File: config.mk
export PLATFORM = sky130hd
export DESIGN_NAME = sadc_seq
export DESIGN_NICKNAME = d
export VERILOG_FILES = /design/src/sadc_clkdiv.v /design/src/sadc_seq.v
export VERILOG_INCLUDE_DIRS = /design/src /design/src/inc
export SDC_FILE = /design/constraint.sdc
export NUM_CORES = 1
export LEC_CHECK = 0
export ABC_AREA = 1
export BUFFER_PORTS_ARGS = -buffer_cell sky130_fd_sc_hd__buf_2
export CAP_MARGIN = 0
export CORE_MARGIN = 2
export CORE_UTILIZATION = 54
export DETAILED_ROUTE_END_ITERATION = 6
export PLACE_DENSITY = 0.88
export SYNTH_ARGS = -nofsm -noshare
export SYNTH_HDL_FRONTEND = slang
export SYNTH_HIERARCHICAL = 1
export SYNTH_SLANG_ARGS = --single-unit
File: constraint.sdc
create_clock -name core_clk_i -period 10.8 [get_ports core_clk_i]
set_clock_uncertainty 0.05 [all_clocks]
set_input_delay 1.62 -clock core_clk_i [delete_from_list [all_inputs] [get_ports core_clk_i]]
set_output_delay 1.62 -clock core_clk_i [all_outputs]
set_load 0.01 [all_outputs]
File: src/inc/sadc_defs.vh
`ifndef SADC_DEFS_VH
`define SADC_DEFS_VH
// ------------------------------------------------------------
// Register byte addresses
// ------------------------------------------------------------
`define SADC_SCS_ADDR 12'h038
`define SADC_DATA_ADDR 12'h03C
`define SADC_CLK_ADDR 12'h040
`define SADC_CTRL_ADDR 12'h044
// ------------------------------------------------------------
// Field positions and values
// ------------------------------------------------------------
`define SADC_DONE_BIT 7
`define SADC_IRQEN_BIT 6
`define SADC_CONT_BIT 5
`define SADC_CH_HI 4
`define SADC_CH_OFF 5'h1F
`define SADC_CH_MAX 5'h0E
`define SADC_CH_REFH 5'h1D
`define SADC_CH_REFL 5'h1E
`define SADC_NCH 15
`define SADC_SRC_BIT 4
`define SADC_DIV_HI 7
`define SADC_DIV_LO 5
`define SADC_SCS_RST 8'h1F
`define SADC_CLK_RST 8'h00
`define SADC_XTAL_DIV 4'h3
`define SADC_STEPS 4'h8
`define SADC_SETTLE 8'h08
`define SADC_BUSY_BIT 0
`define SADC_PWR_BIT 1
`define SADC_STOP_BIT 2
`endif

File: src/sadc_clkdiv.v
`timescale 1ns/1ps
`include "sadc_defs.vh"
module sadc_clkdiv (
   input wire core_clk_i,
   input wire rst_i,
   input wire clear_i,
   input wire src_bus_i,
   input wire [2:0] div_i,
   output reg tick_o
);
   reg [3:0] xtal_cnt_r;
   reg [4:0] div_cnt_r;
   reg [4:0] limit;
   wire in_tick;
   // ------------------------------------------------------------
   // Input clock source: bus clock or slower crystal reference
   // ------------------------------------------------------------
   assign in_tick = src_bus_i | (xtal_cnt_r == `SADC_XTAL_DIV);
   always @* begin
      case (div_i)
         3'h0: limit = 5'h01;
         3'h1: limit = 5'h02;
         3'h2: limit = 5'h04;
         3'h3: limit = 5'h08;
         default: limit = 5'h10;
      endcase
   end
   always @(posedge core_clk_i or posedge rst_i) begin
      if (rst_i) begin
         xtal_cnt_r <= 4'h0;
         div_cnt_r <= 5'h00;
         tick_o <= 1'b0;
      end else begin
         xtal_cnt_r <= (xtal_cnt_r == `SADC_XTAL_DIV) ? 4'h0 : xtal_cnt_r + 4'h1;
         tick_o <= 1'b0;
         if (clear_i) begin
            div_cnt_r <= 5'h00;
         end else if (in_tick) begin
            if (div_cnt_r + 5'h01 >= limit) begin
               div_cnt_r <= 5'h00;
               tick_o <= 1'b1;
            end else begin
               div_cnt_r <= div_cnt_r + 5'h01;
            end
         end
      end
   end
endmodule

File: src/sadc_seq.v
`timescale 1ns/1ps
`include "sadc_defs.vh"
module sadc_seq (
   input wire core_clk_i,
   input wire rst_i,
   input wire psel_i,
   input wire penable_i,
   input wire pwrite_i,
   input wire [11:0] paddr_i,
   input wire [31:0] pwdata_i,
   output reg [31:0] prdata_o,
   output reg pready_o,
   output reg pslverr_o,
   input wire stop_mode_i,
   input wire wait_mode_i,
   input wire cmp_high_i,
   input wire [14:0] port_out_latch_i,
   input wire [14:0] port_dir_i,
   input wire [14:0] pin_in_i,
   output reg [14:0] pin_out_o,
   output reg [14:0] pin_oe_o,
   output reg [14:0] pin_read_o,
   output reg [14:0] analog_sel_o,
   output reg [4:0] selected_analog_input_o,
   output reg [7:0] dac_code_o,
   output reg conv_power_o,
   output reg conv_irq_o,
   output reg wake_req_o
);
   localparam S_IDLE = 3'b001;
   localparam S_SAMPLE = 3'b010;
   localparam S_CONV = 3'b100;
   // ------------------------------------------------------------
   // Registers
   // ------------------------------------------------------------
   reg [7:0] scs_r;
   reg [7:0] clk_r;
   reg [7:0] data_r;
   reg [7:0] sar_r;
   reg [3:0] step_r;
   reg [2:0] state_r;
   reg done_r;
   reg irq_r;
   reg stop_s1_r;
   reg stop_s2_r;
   reg cmp_s1_r;
   reg cmp_s2_r;
   reg [7:0] settle_r;
   reg abort_r;
   reg [14:0] pin_s1_r;
   reg [14:0] pin_s2_r;
   reg [7:0] sar_nxt;
   wire access;
   wire wr_scs;
   wire rd_data;
   wire tick;
   wire power_on;
   wire [4:0] ch;
   wire [7:0] trial;
   assign access = psel_i & penable_i;
   assign wr_scs = access & pwrite_i & (paddr_i == `SADC_SCS_ADDR);
   assign rd_data = access & ~pwrite_i & (paddr_i == `SADC_DATA_ADDR);
   assign ch = scs_r[`SADC_CH_HI:0];
   assign power_on = (ch != `SADC_CH_OFF);
   assign trial = sar_r | (8'h80 >> step_r[2:0]);
   // ------------------------------------------------------------
   // Synchronisers
   // ------------------------------------------------------------
   always @(posedge core_clk_i or posedge rst_i) begin
      if (rst_i) begin
         stop_s1_r <= 1'b0;
         stop_s2_r <= 1'b0;
         cmp_s1_r <= 1'b0;
         cmp_s2_r <= 1'b0;
         pin_s1_r <= 15'h0000;
         pin_s2_r <= 15'h0000;
      end else begin
         stop_s1_r <= stop_mode_i;
         stop_s2_r <= stop_s1_r;
         cmp_s1_r <= cmp_high_i;
         cmp_s2_r <= cmp_s1_r;
         pin_s1_r <= pin_in_i;
         pin_s2_r <= pin_s1_r;
      end
   end
   sadc_clkdiv u_div (
      .core_clk_i(core_clk_i),
      .rst_i(rst_i),
      .clear_i(wr_scs),
      .src_bus_i(clk_r[`SADC_SRC_BIT]),
      .div_i(clk_r[`SADC_DIV_HI:`SADC_DIV_LO]),
      .tick_o(tick)
   );
   // ------------------------------------------------------------
   // Successive approximation sequencer
   // ------------------------------------------------------------
   always @* begin
      sar_nxt = cmp_s2_r ? sar_r : trial;
   end
   always @(posedge core_clk_i or posedge rst_i) begin
      if (rst_i) begin
         state_r <= S_IDLE;
         sar_r <= 8'h00;
         step_r <= 4'h0;
         data_r <= 8'h00;
         done_r <= 1'b0;
         irq_r <= 1'b0;
         settle_r <= 8'h00;
         abort_r <= 1'b0;
      end else begin
         if (stop_s2_r) begin
            state_r <= S_IDLE;
            settle_r <= `SADC_SETTLE;
            if (state_r != S_IDLE) begin
               abort_r <= 1'b1;
            end
         end else if (wr_scs) begin
            state_r <= S_SAMPLE;
            abort_r <= 1'b0;
            sar_r <= 8'h00;
            step_r <= 4'h0;
         end else begin
            if (tick && settle_r != 8'h00) begin
               settle_r <= settle_r - 8'h01;
            end
            case (state_r)
               S_IDLE: begin
                  // Aborted conversion restarts once stop ends
                  if (abort_r && power_on) begin
                     state_r <= S_SAMPLE;
                     sar_r <= 8'h00;
                     step_r <= 4'h0;
                     abort_r <= 1'b0;
                  end
               end
               S_SAMPLE: begin
                  if (!power_on) begin
                     state_r <= S_IDLE;
                  end else if (tick) begin
                     if (step_r == `SADC_STEPS) begin
                        step_r <= 4'h0;
                        state_r <= S_CONV;
                     end else begin
                        step_r <= step_r + 4'h1;
                     end
                  end
               end
               S_CONV: begin
                  if (tick) begin
                     sar_r <= sar_nxt;
                     if (step_r == `SADC_STEPS - 4'h1) begin
                        data_r <= sar_nxt;
                        sar_r <= 8'h00;
                        step_r <= 4'h0;
                        state_r <= scs_r[`SADC_CONT_BIT] ? S_SAMPLE : S_IDLE;
                     end else begin
                        step_r <= step_r + 4'h1;
                     end
                  end
               end
               default: state_r <= S_IDLE;
            endcase
         end
         // Done flag and interrupt, set wins over a data read clear, a status write wins over set
         if (state_r == S_CONV && tick && step_r == `SADC_STEPS - 4'h1 && !wr_scs
             && !stop_s2_r) begin
            if (scs_r[`SADC_IRQEN_BIT]) begin
               irq_r <= 1'b1;
            end else begin
               done_r <= 1'b1;
            end
         end else if (wr_scs || rd_data) begin
            irq_r <= 1'b0;
            done_r <= (wr_scs && scs_r[`SADC_IRQEN_BIT]) ?
               pwdata_i[`SADC_DONE_BIT] : 1'b0;
         end
      end
   end
   // ------------------------------------------------------------
   // Register writes
   // ------------------------------------------------------------
   always @(posedge core_clk_i or posedge rst_i) begin
      if (rst_i) begin
         scs_r <= `SADC_SCS_RST;
         clk_r <= `SADC_CLK_RST;
      end else if (access && pwrite_i) begin
         if (paddr_i == `SADC_SCS_ADDR) begin
            scs_r <= {1'b0, pwdata_i[6:0]};
         end
         if (paddr_i == `SADC_CLK_ADDR) begin
            clk_r <= {pwdata_i[7:4], 4'h0};
         end
      end
   end
   // ------------------------------------------------------------
   // APB slave, one wait-free access phase
   // ------------------------------------------------------------
   always @(posedge core_clk_i or posedge rst_i) begin
      if (rst_i) begin
         prdata_o <= 32'h00000000;
         pready_o <= 1'b0;
         pslverr_o <= 1'b0;
      end else begin
         pready_o <= psel_i & ~penable_i;
         pslverr_o <= 1'b0;
         prdata_o <= 32'h00000000;
         if (psel_i && !penable_i) begin
            case (paddr_i)
               `SADC_SCS_ADDR: prdata_o <= {24'h000000, done_r, scs_r[6:0]};
               `SADC_DATA_ADDR: prdata_o <= {24'h000000, data_r};
               `SADC_CLK_ADDR: prdata_o <= {24'h000000, clk_r};
               `SADC_CTRL_ADDR: prdata_o <= {24'h000000, settle_r[7:3], stop_s2_r,
                                              power_on, state_r != S_IDLE};
               default: pslverr_o <= 1'b1;
            endcase
         end
      end
   end
   // ------------------------------------------------------------
   // Pin ownership and analog mux
   // ------------------------------------------------------------
   genvar gi;
   generate
      for (gi = 0; gi < `SADC_NCH; gi = gi + 1) begin : g_pin
         wire taken = (ch == gi);
         always @(posedge core_clk_i or posedge rst_i) begin
            if (rst_i) begin
               analog_sel_o[gi] <= 1'b0;
               pin_oe_o[gi] <= 1'b0;
               pin_out_o[gi] <= 1'b0;
               pin_read_o[gi] <= 1'b0;
            end else begin
               analog_sel_o[gi] <= taken;
               pin_oe_o[gi] <= ~taken & port_dir_i[gi];
               pin_out_o[gi] <= port_out_latch_i[gi];
               pin_read_o[gi] <= taken ? (port_dir_i[gi] & port_out_latch_i[gi]) :
                  (port_dir_i[gi] ? port_out_latch_i[gi] : pin_s2_r[gi]);
            end
         end
      end
   endgenerate
   // ------------------------------------------------------------
   // Converter side outputs
   // ------------------------------------------------------------
   always @(posedge core_clk_i or posedge rst_i) begin
      if (rst_i) begin
         selected_analog_input_o <= `SADC_CH_OFF;
         dac_code_o <= 8'h00;
         conv_power_o <= 1'b0;
         conv_irq_o <= 1'b0;
         wake_req_o <= 1'b0;
      end else begin
         selected_analog_input_o <= ch;
         dac_code_o <= (state_r == S_CONV) ? trial : 8'h00;
         conv_power_o <= power_on & ~stop_s2_r;
         conv_irq_o <= irq_r;
         wake_req_o <= irq_r & wait_mode_i;
      end
   end
endmodule

==> run summary <==
The flow ran to the end, and the final reports show no timing, DRC or antenna violations. The worst-skew pair later-pin latency came out at 0.43 ns. The global-route total usage across every layer came out at 0.242.

The final cell area excluding filler cells is roughly 0.0087 mm². The path category of the worst min-delay check is flip-flop to flip-flop. The number of pins with negative max-slew slack in the final report came out at 0. The initial detailed-routing violation count came out at 569. The cell area after placement is about 0.0081 mm². The most common library cell in the layout ignoring fill and taps is sky130_fd_sc_hd__nand2_1. The count of endpoints failing setup in the final report is 0. The worst vdd rail ir drop came out at 0.000131 V.

Of the total power, registers draw 0.473. After floorplanning, the core was divided into 42 placement rows. The number of synthesis warnings is 6. The horizontal extent of the die came out at approximately 120 µm. The count of nets left with antenna violations after detail routing is 0.

The number of endpoints with negative hold slack in the final report is 0. The clock transition at the register clock pins on the worst setup and hold paths after CTS came out at roughly 0.060 ns. The fraction of power consumed by combinational cells came out at 0.144.

The sequential cells in the finished layout cover a total of 0.00439 mm². STA classifies the critical path endpoint as a flip-flop. For this run, the leading register cell type out of synthesis is sky130_fd_sc_hd__dfrtp_1. The post-synthesis async set-or-reset flop share is 1.00.

The area of the core is 0.0132 mm². The weighted congestion at the end of routability-driven global placement is 0.943. The layout overhead on the synthesized area came out at 19.8%.

The critical path required time came out at 11.07 ns. The overall die area came out at 0.0144 mm². The highest clock rate came out at 0.350 GHz.

The count of unresolved DRC violations after routing is 0. In this run the most used layer during global routing was met2. The routing usage on met2 is 0.431. Setup repair after global routing left no endpoint under its margin. The post-CTS setup-driven buffer insertion count came out at 0.

The initial antenna violation count came out at 0. The final period utilization came out at 0.265. The tree is rooted in a sky130_fd_sc_hd__clkbuf_16. The via count of the first global-routing pass came out at 5594. The count of TritonRoute iterations in the first routing pass is 7. In this run the cell area of the synthesized design comes to 0.00726 mm².

The smallest clock period supported by the final layout is computed as 2.86 ns. After clock tree synthesis, the repair step resized 0 gates. The routed via count came out at 5792. The fraction of power spent switching nets came out at 0.283. The smallest setup slack after layout came out at just under 8 ns. The number of maximum-capacitance constraint violations came out at 0. The die is 120 µm tall. The port buffer count is around 160. Buffers inserted to repair hold after CTS numbered 0. The share of total power in the clock network is 0.383. The count of flip-flops with a built-in enable after synthesis is 0. The distinct cell type count after synthesis came out at 39.

The share of final-layout standard cells stronger than drive strength 1 is 0.252. Wires add up to 17000 µm. STA classifies the critical path startpoint as a primary input. At the worst endpoint, the arrival time is 3.12 ns.

The ratio of total power to cell area came out at about 170 mW/mm². The actual slew at the worst max-slew pin is a little over 0.8 ns. Summing all multi-input logic gate instances after layout gives 0.00235 mm². The total internal power is 1.09 mW. The total congestion overflow after global routing came out at 0. The count of boundary I/O pins is 207. The setup TNS after final layout is 0 ns. The initial cell density of the core is 0.551. The number of levels in the clock H-tree came out at 4.

The library cells used most frequently in the layout, excluding fill and tap cells, are 174 x sky130_fd_sc_hd__nand2_1, 164 x sky130_fd_sc_hd__dfrtp_1, 158 x sky130_fd_sc_hd__buf_2. Summed over all nets, the switching power comes to around 0.43 mW. The highest net fanout along the worst path came out at 29. In the global route stage, met1 resource usage came out at 0.285. TritonCTS built the clock tree. The critical path is of the primary input to flip-flop type. The flop and latch count out of synthesis came out at about 180. The met3 track demand over resource is 0.0485. The number of clock sinks came out at between 150 and 200. The global-route wire length before repair came out at 27100 µm. The TritonCTS buffer count is 17. The average cell area after synthesis is 9.57 µm². The largest net degree at the start of global routing came out at 100. The share of the Yosys chip area taken by registers is 0.605. The HPWL after detailed placement is 11900 µm.

The maximum count of clock buffers along a single path came out at 2. Summed over all cells, the static leakage comes to 4.68 nW. The number of inserted filler cells in the final layout came out at approximately 930.

The count of nets after finishing is 1040. The headroom to the max-slew limit is 0.452. OpenSTA, run right after detailed placement, puts the worst setup slack at 7.50 ns. The post-detailed-route via-to-cell ratio came out at 5.19. Dividing the detail-routed wire length by the instance count gives 15.2 µm. The antenna diode count is 0. The cell count after synthesis is 759.
## sequential cells by signal, summed over array words and instances (netlist names), 5 cells and up
signal / cells
pin_out_o: 15
u_div/div_cnt_r: 5
dac_code_o: 8
settle_r: 8
pin_s2_r: 15
pin_oe_o: 15
scs_r: 7
pin_read_o: 15
selected_analog_input_o: 5
analog_sel_o: 15
prdata_o: 8
sar_r: 8
pin_s1_r: 15
data_r: 8
## cells by family after synthesis
kind of cell / after synthesis / share of synthesized area
fa+ha+maj: 15 / 0.0258
xor+xnor: 8 / 0.00965
simple gates: 341 / 0.205
other cells: 1 / 0.000516
mux: 1 / 0.00155
flops: 175 / 0.605
compound gates: 90 / 0.0699
buf+inv: 128 / 0.0830
## path summary, 6_finish.rpt
check                                         from                   to  slack, ns  cells after the start
worst max-delay path                   paddr_i[11]   u_div/div_cnt_r[0]       7.94                     12
worst min-delay path                  pin_s1_r[14]         pin_s2_r[14]       0.30                      0
worst max register to register  u_div/div_cnt_r[0]   u_div/div_cnt_r[0]       8.80                     11
worst min register to register        pin_s1_r[14]         pin_s2_r[14]       0.30                      0
max in group asynchronous                    rst_i          settle_r[5]       8.07                      3
min in group asynchronous                    rst_i  u_div/xtal_cnt_r[3]       1.16                      2
## stage by stage
step           power [mW]  hold WS, ns  utilization  instances
2_1_floorplan       0.893        0.281            -        782
3_3_place_gp        0.938        0.282        0.617       1085
3_5_place_dp        0.946        0.285        0.617       1085
4_1_cts              1.53        0.297        0.659       1117
5_1_grt              1.59        0.305        0.659       1117
6_report             1.52        0.296        0.659       1117
## layout make-up
type	instances	share of cell area
sequential	175	0.505
multi-input combinational	479	0.271
timing repair buffer	160	0.0926
clock buffer	17	0.0489
inverter	95	0.0419
tap	176	0.0253
clock inverter	15	0.0157
## synth_stat cells (4+ instances only)
cell                      count  area, µm²
sky130_fd_sc_hd__inv_1       92        345
sky130_fd_sc_hd__dfrtp_1    164       4100
sky130_fd_sc_hd__nor3_1       4       20.0
sky130_fd_sc_hd__nand2_1    174        653
sky130_fd_sc_hd__dfstp_2     11        289
sky130_fd_sc_hd__a31oi_1      6       37.5
sky130_fd_sc_hd__o21ai_1      6       30.0
sky130_fd_sc_hd__nor2_1      91        342
sky130_fd_sc_hd__ha_1        15        188
sky130_fd_sc_hd__nand4_1     11       68.8
sky130_fd_sc_hd__a21oi_1     16       80.1
sky130_fd_sc_hd__xor2_1       5       43.8
sky130_fd_sc_hd__o31ai_1      6       45.0
sky130_fd_sc_hd__nand3_1     37        185
sky130_fd_sc_hd__nand2_2      6       37.5
sky130_fd_sc_hd__o21ai_0     46        230
sky130_fd_sc_hd__o21ai_2      8       70.1
sky130_fd_sc_hd__buf_4       25        188
## critical path, stage by stage
cell and delay (ns):
sky130_fd_sc_hd__buf_2 0.09, sky130_fd_sc_hd__nor2_1 0.09, sky130_fd_sc_hd__nand2_1 0.09, sky130_fd_sc_hd__nor2_1 0.20, sky130_fd_sc_hd__nand3_1 0.09, sky130_fd_sc_hd__buf_4 0.25, sky130_fd_sc_hd__inv_1 0.28, sky130_fd_sc_hd__inv_1 0.12
sky130_fd_sc_hd__nand2_4 0.12, sky130_fd_sc_hd__nor2_1 0.05, sky130_fd_sc_hd__nand2_1 0.06, sky130_fd_sc_hd__nand2_1 0.05
## per-layer routing
layer	vias to the layer above	part of all wire	wire [µm]
met1	2772	0.37	6330
met5	-	0	0
li1	2687	-	-
met3	50	0.071	1200
met4	0	0.030	513
met2	283	0.53	8920
## power groups by stage
stage          clock network, mW  registers [mW]  logic, mW
5_1_grt                    0.616           0.723      0.251
6_report                   0.582           0.719      0.219
3_5_place_dp                   0           0.730      0.216
4_1_cts                    0.588           0.719      0.219
2_1_floorplan                  0           0.730      0.162
3_3_place_gp                   0           0.728      0.209
Note: power is estimated with default switching activity, not from simulation.
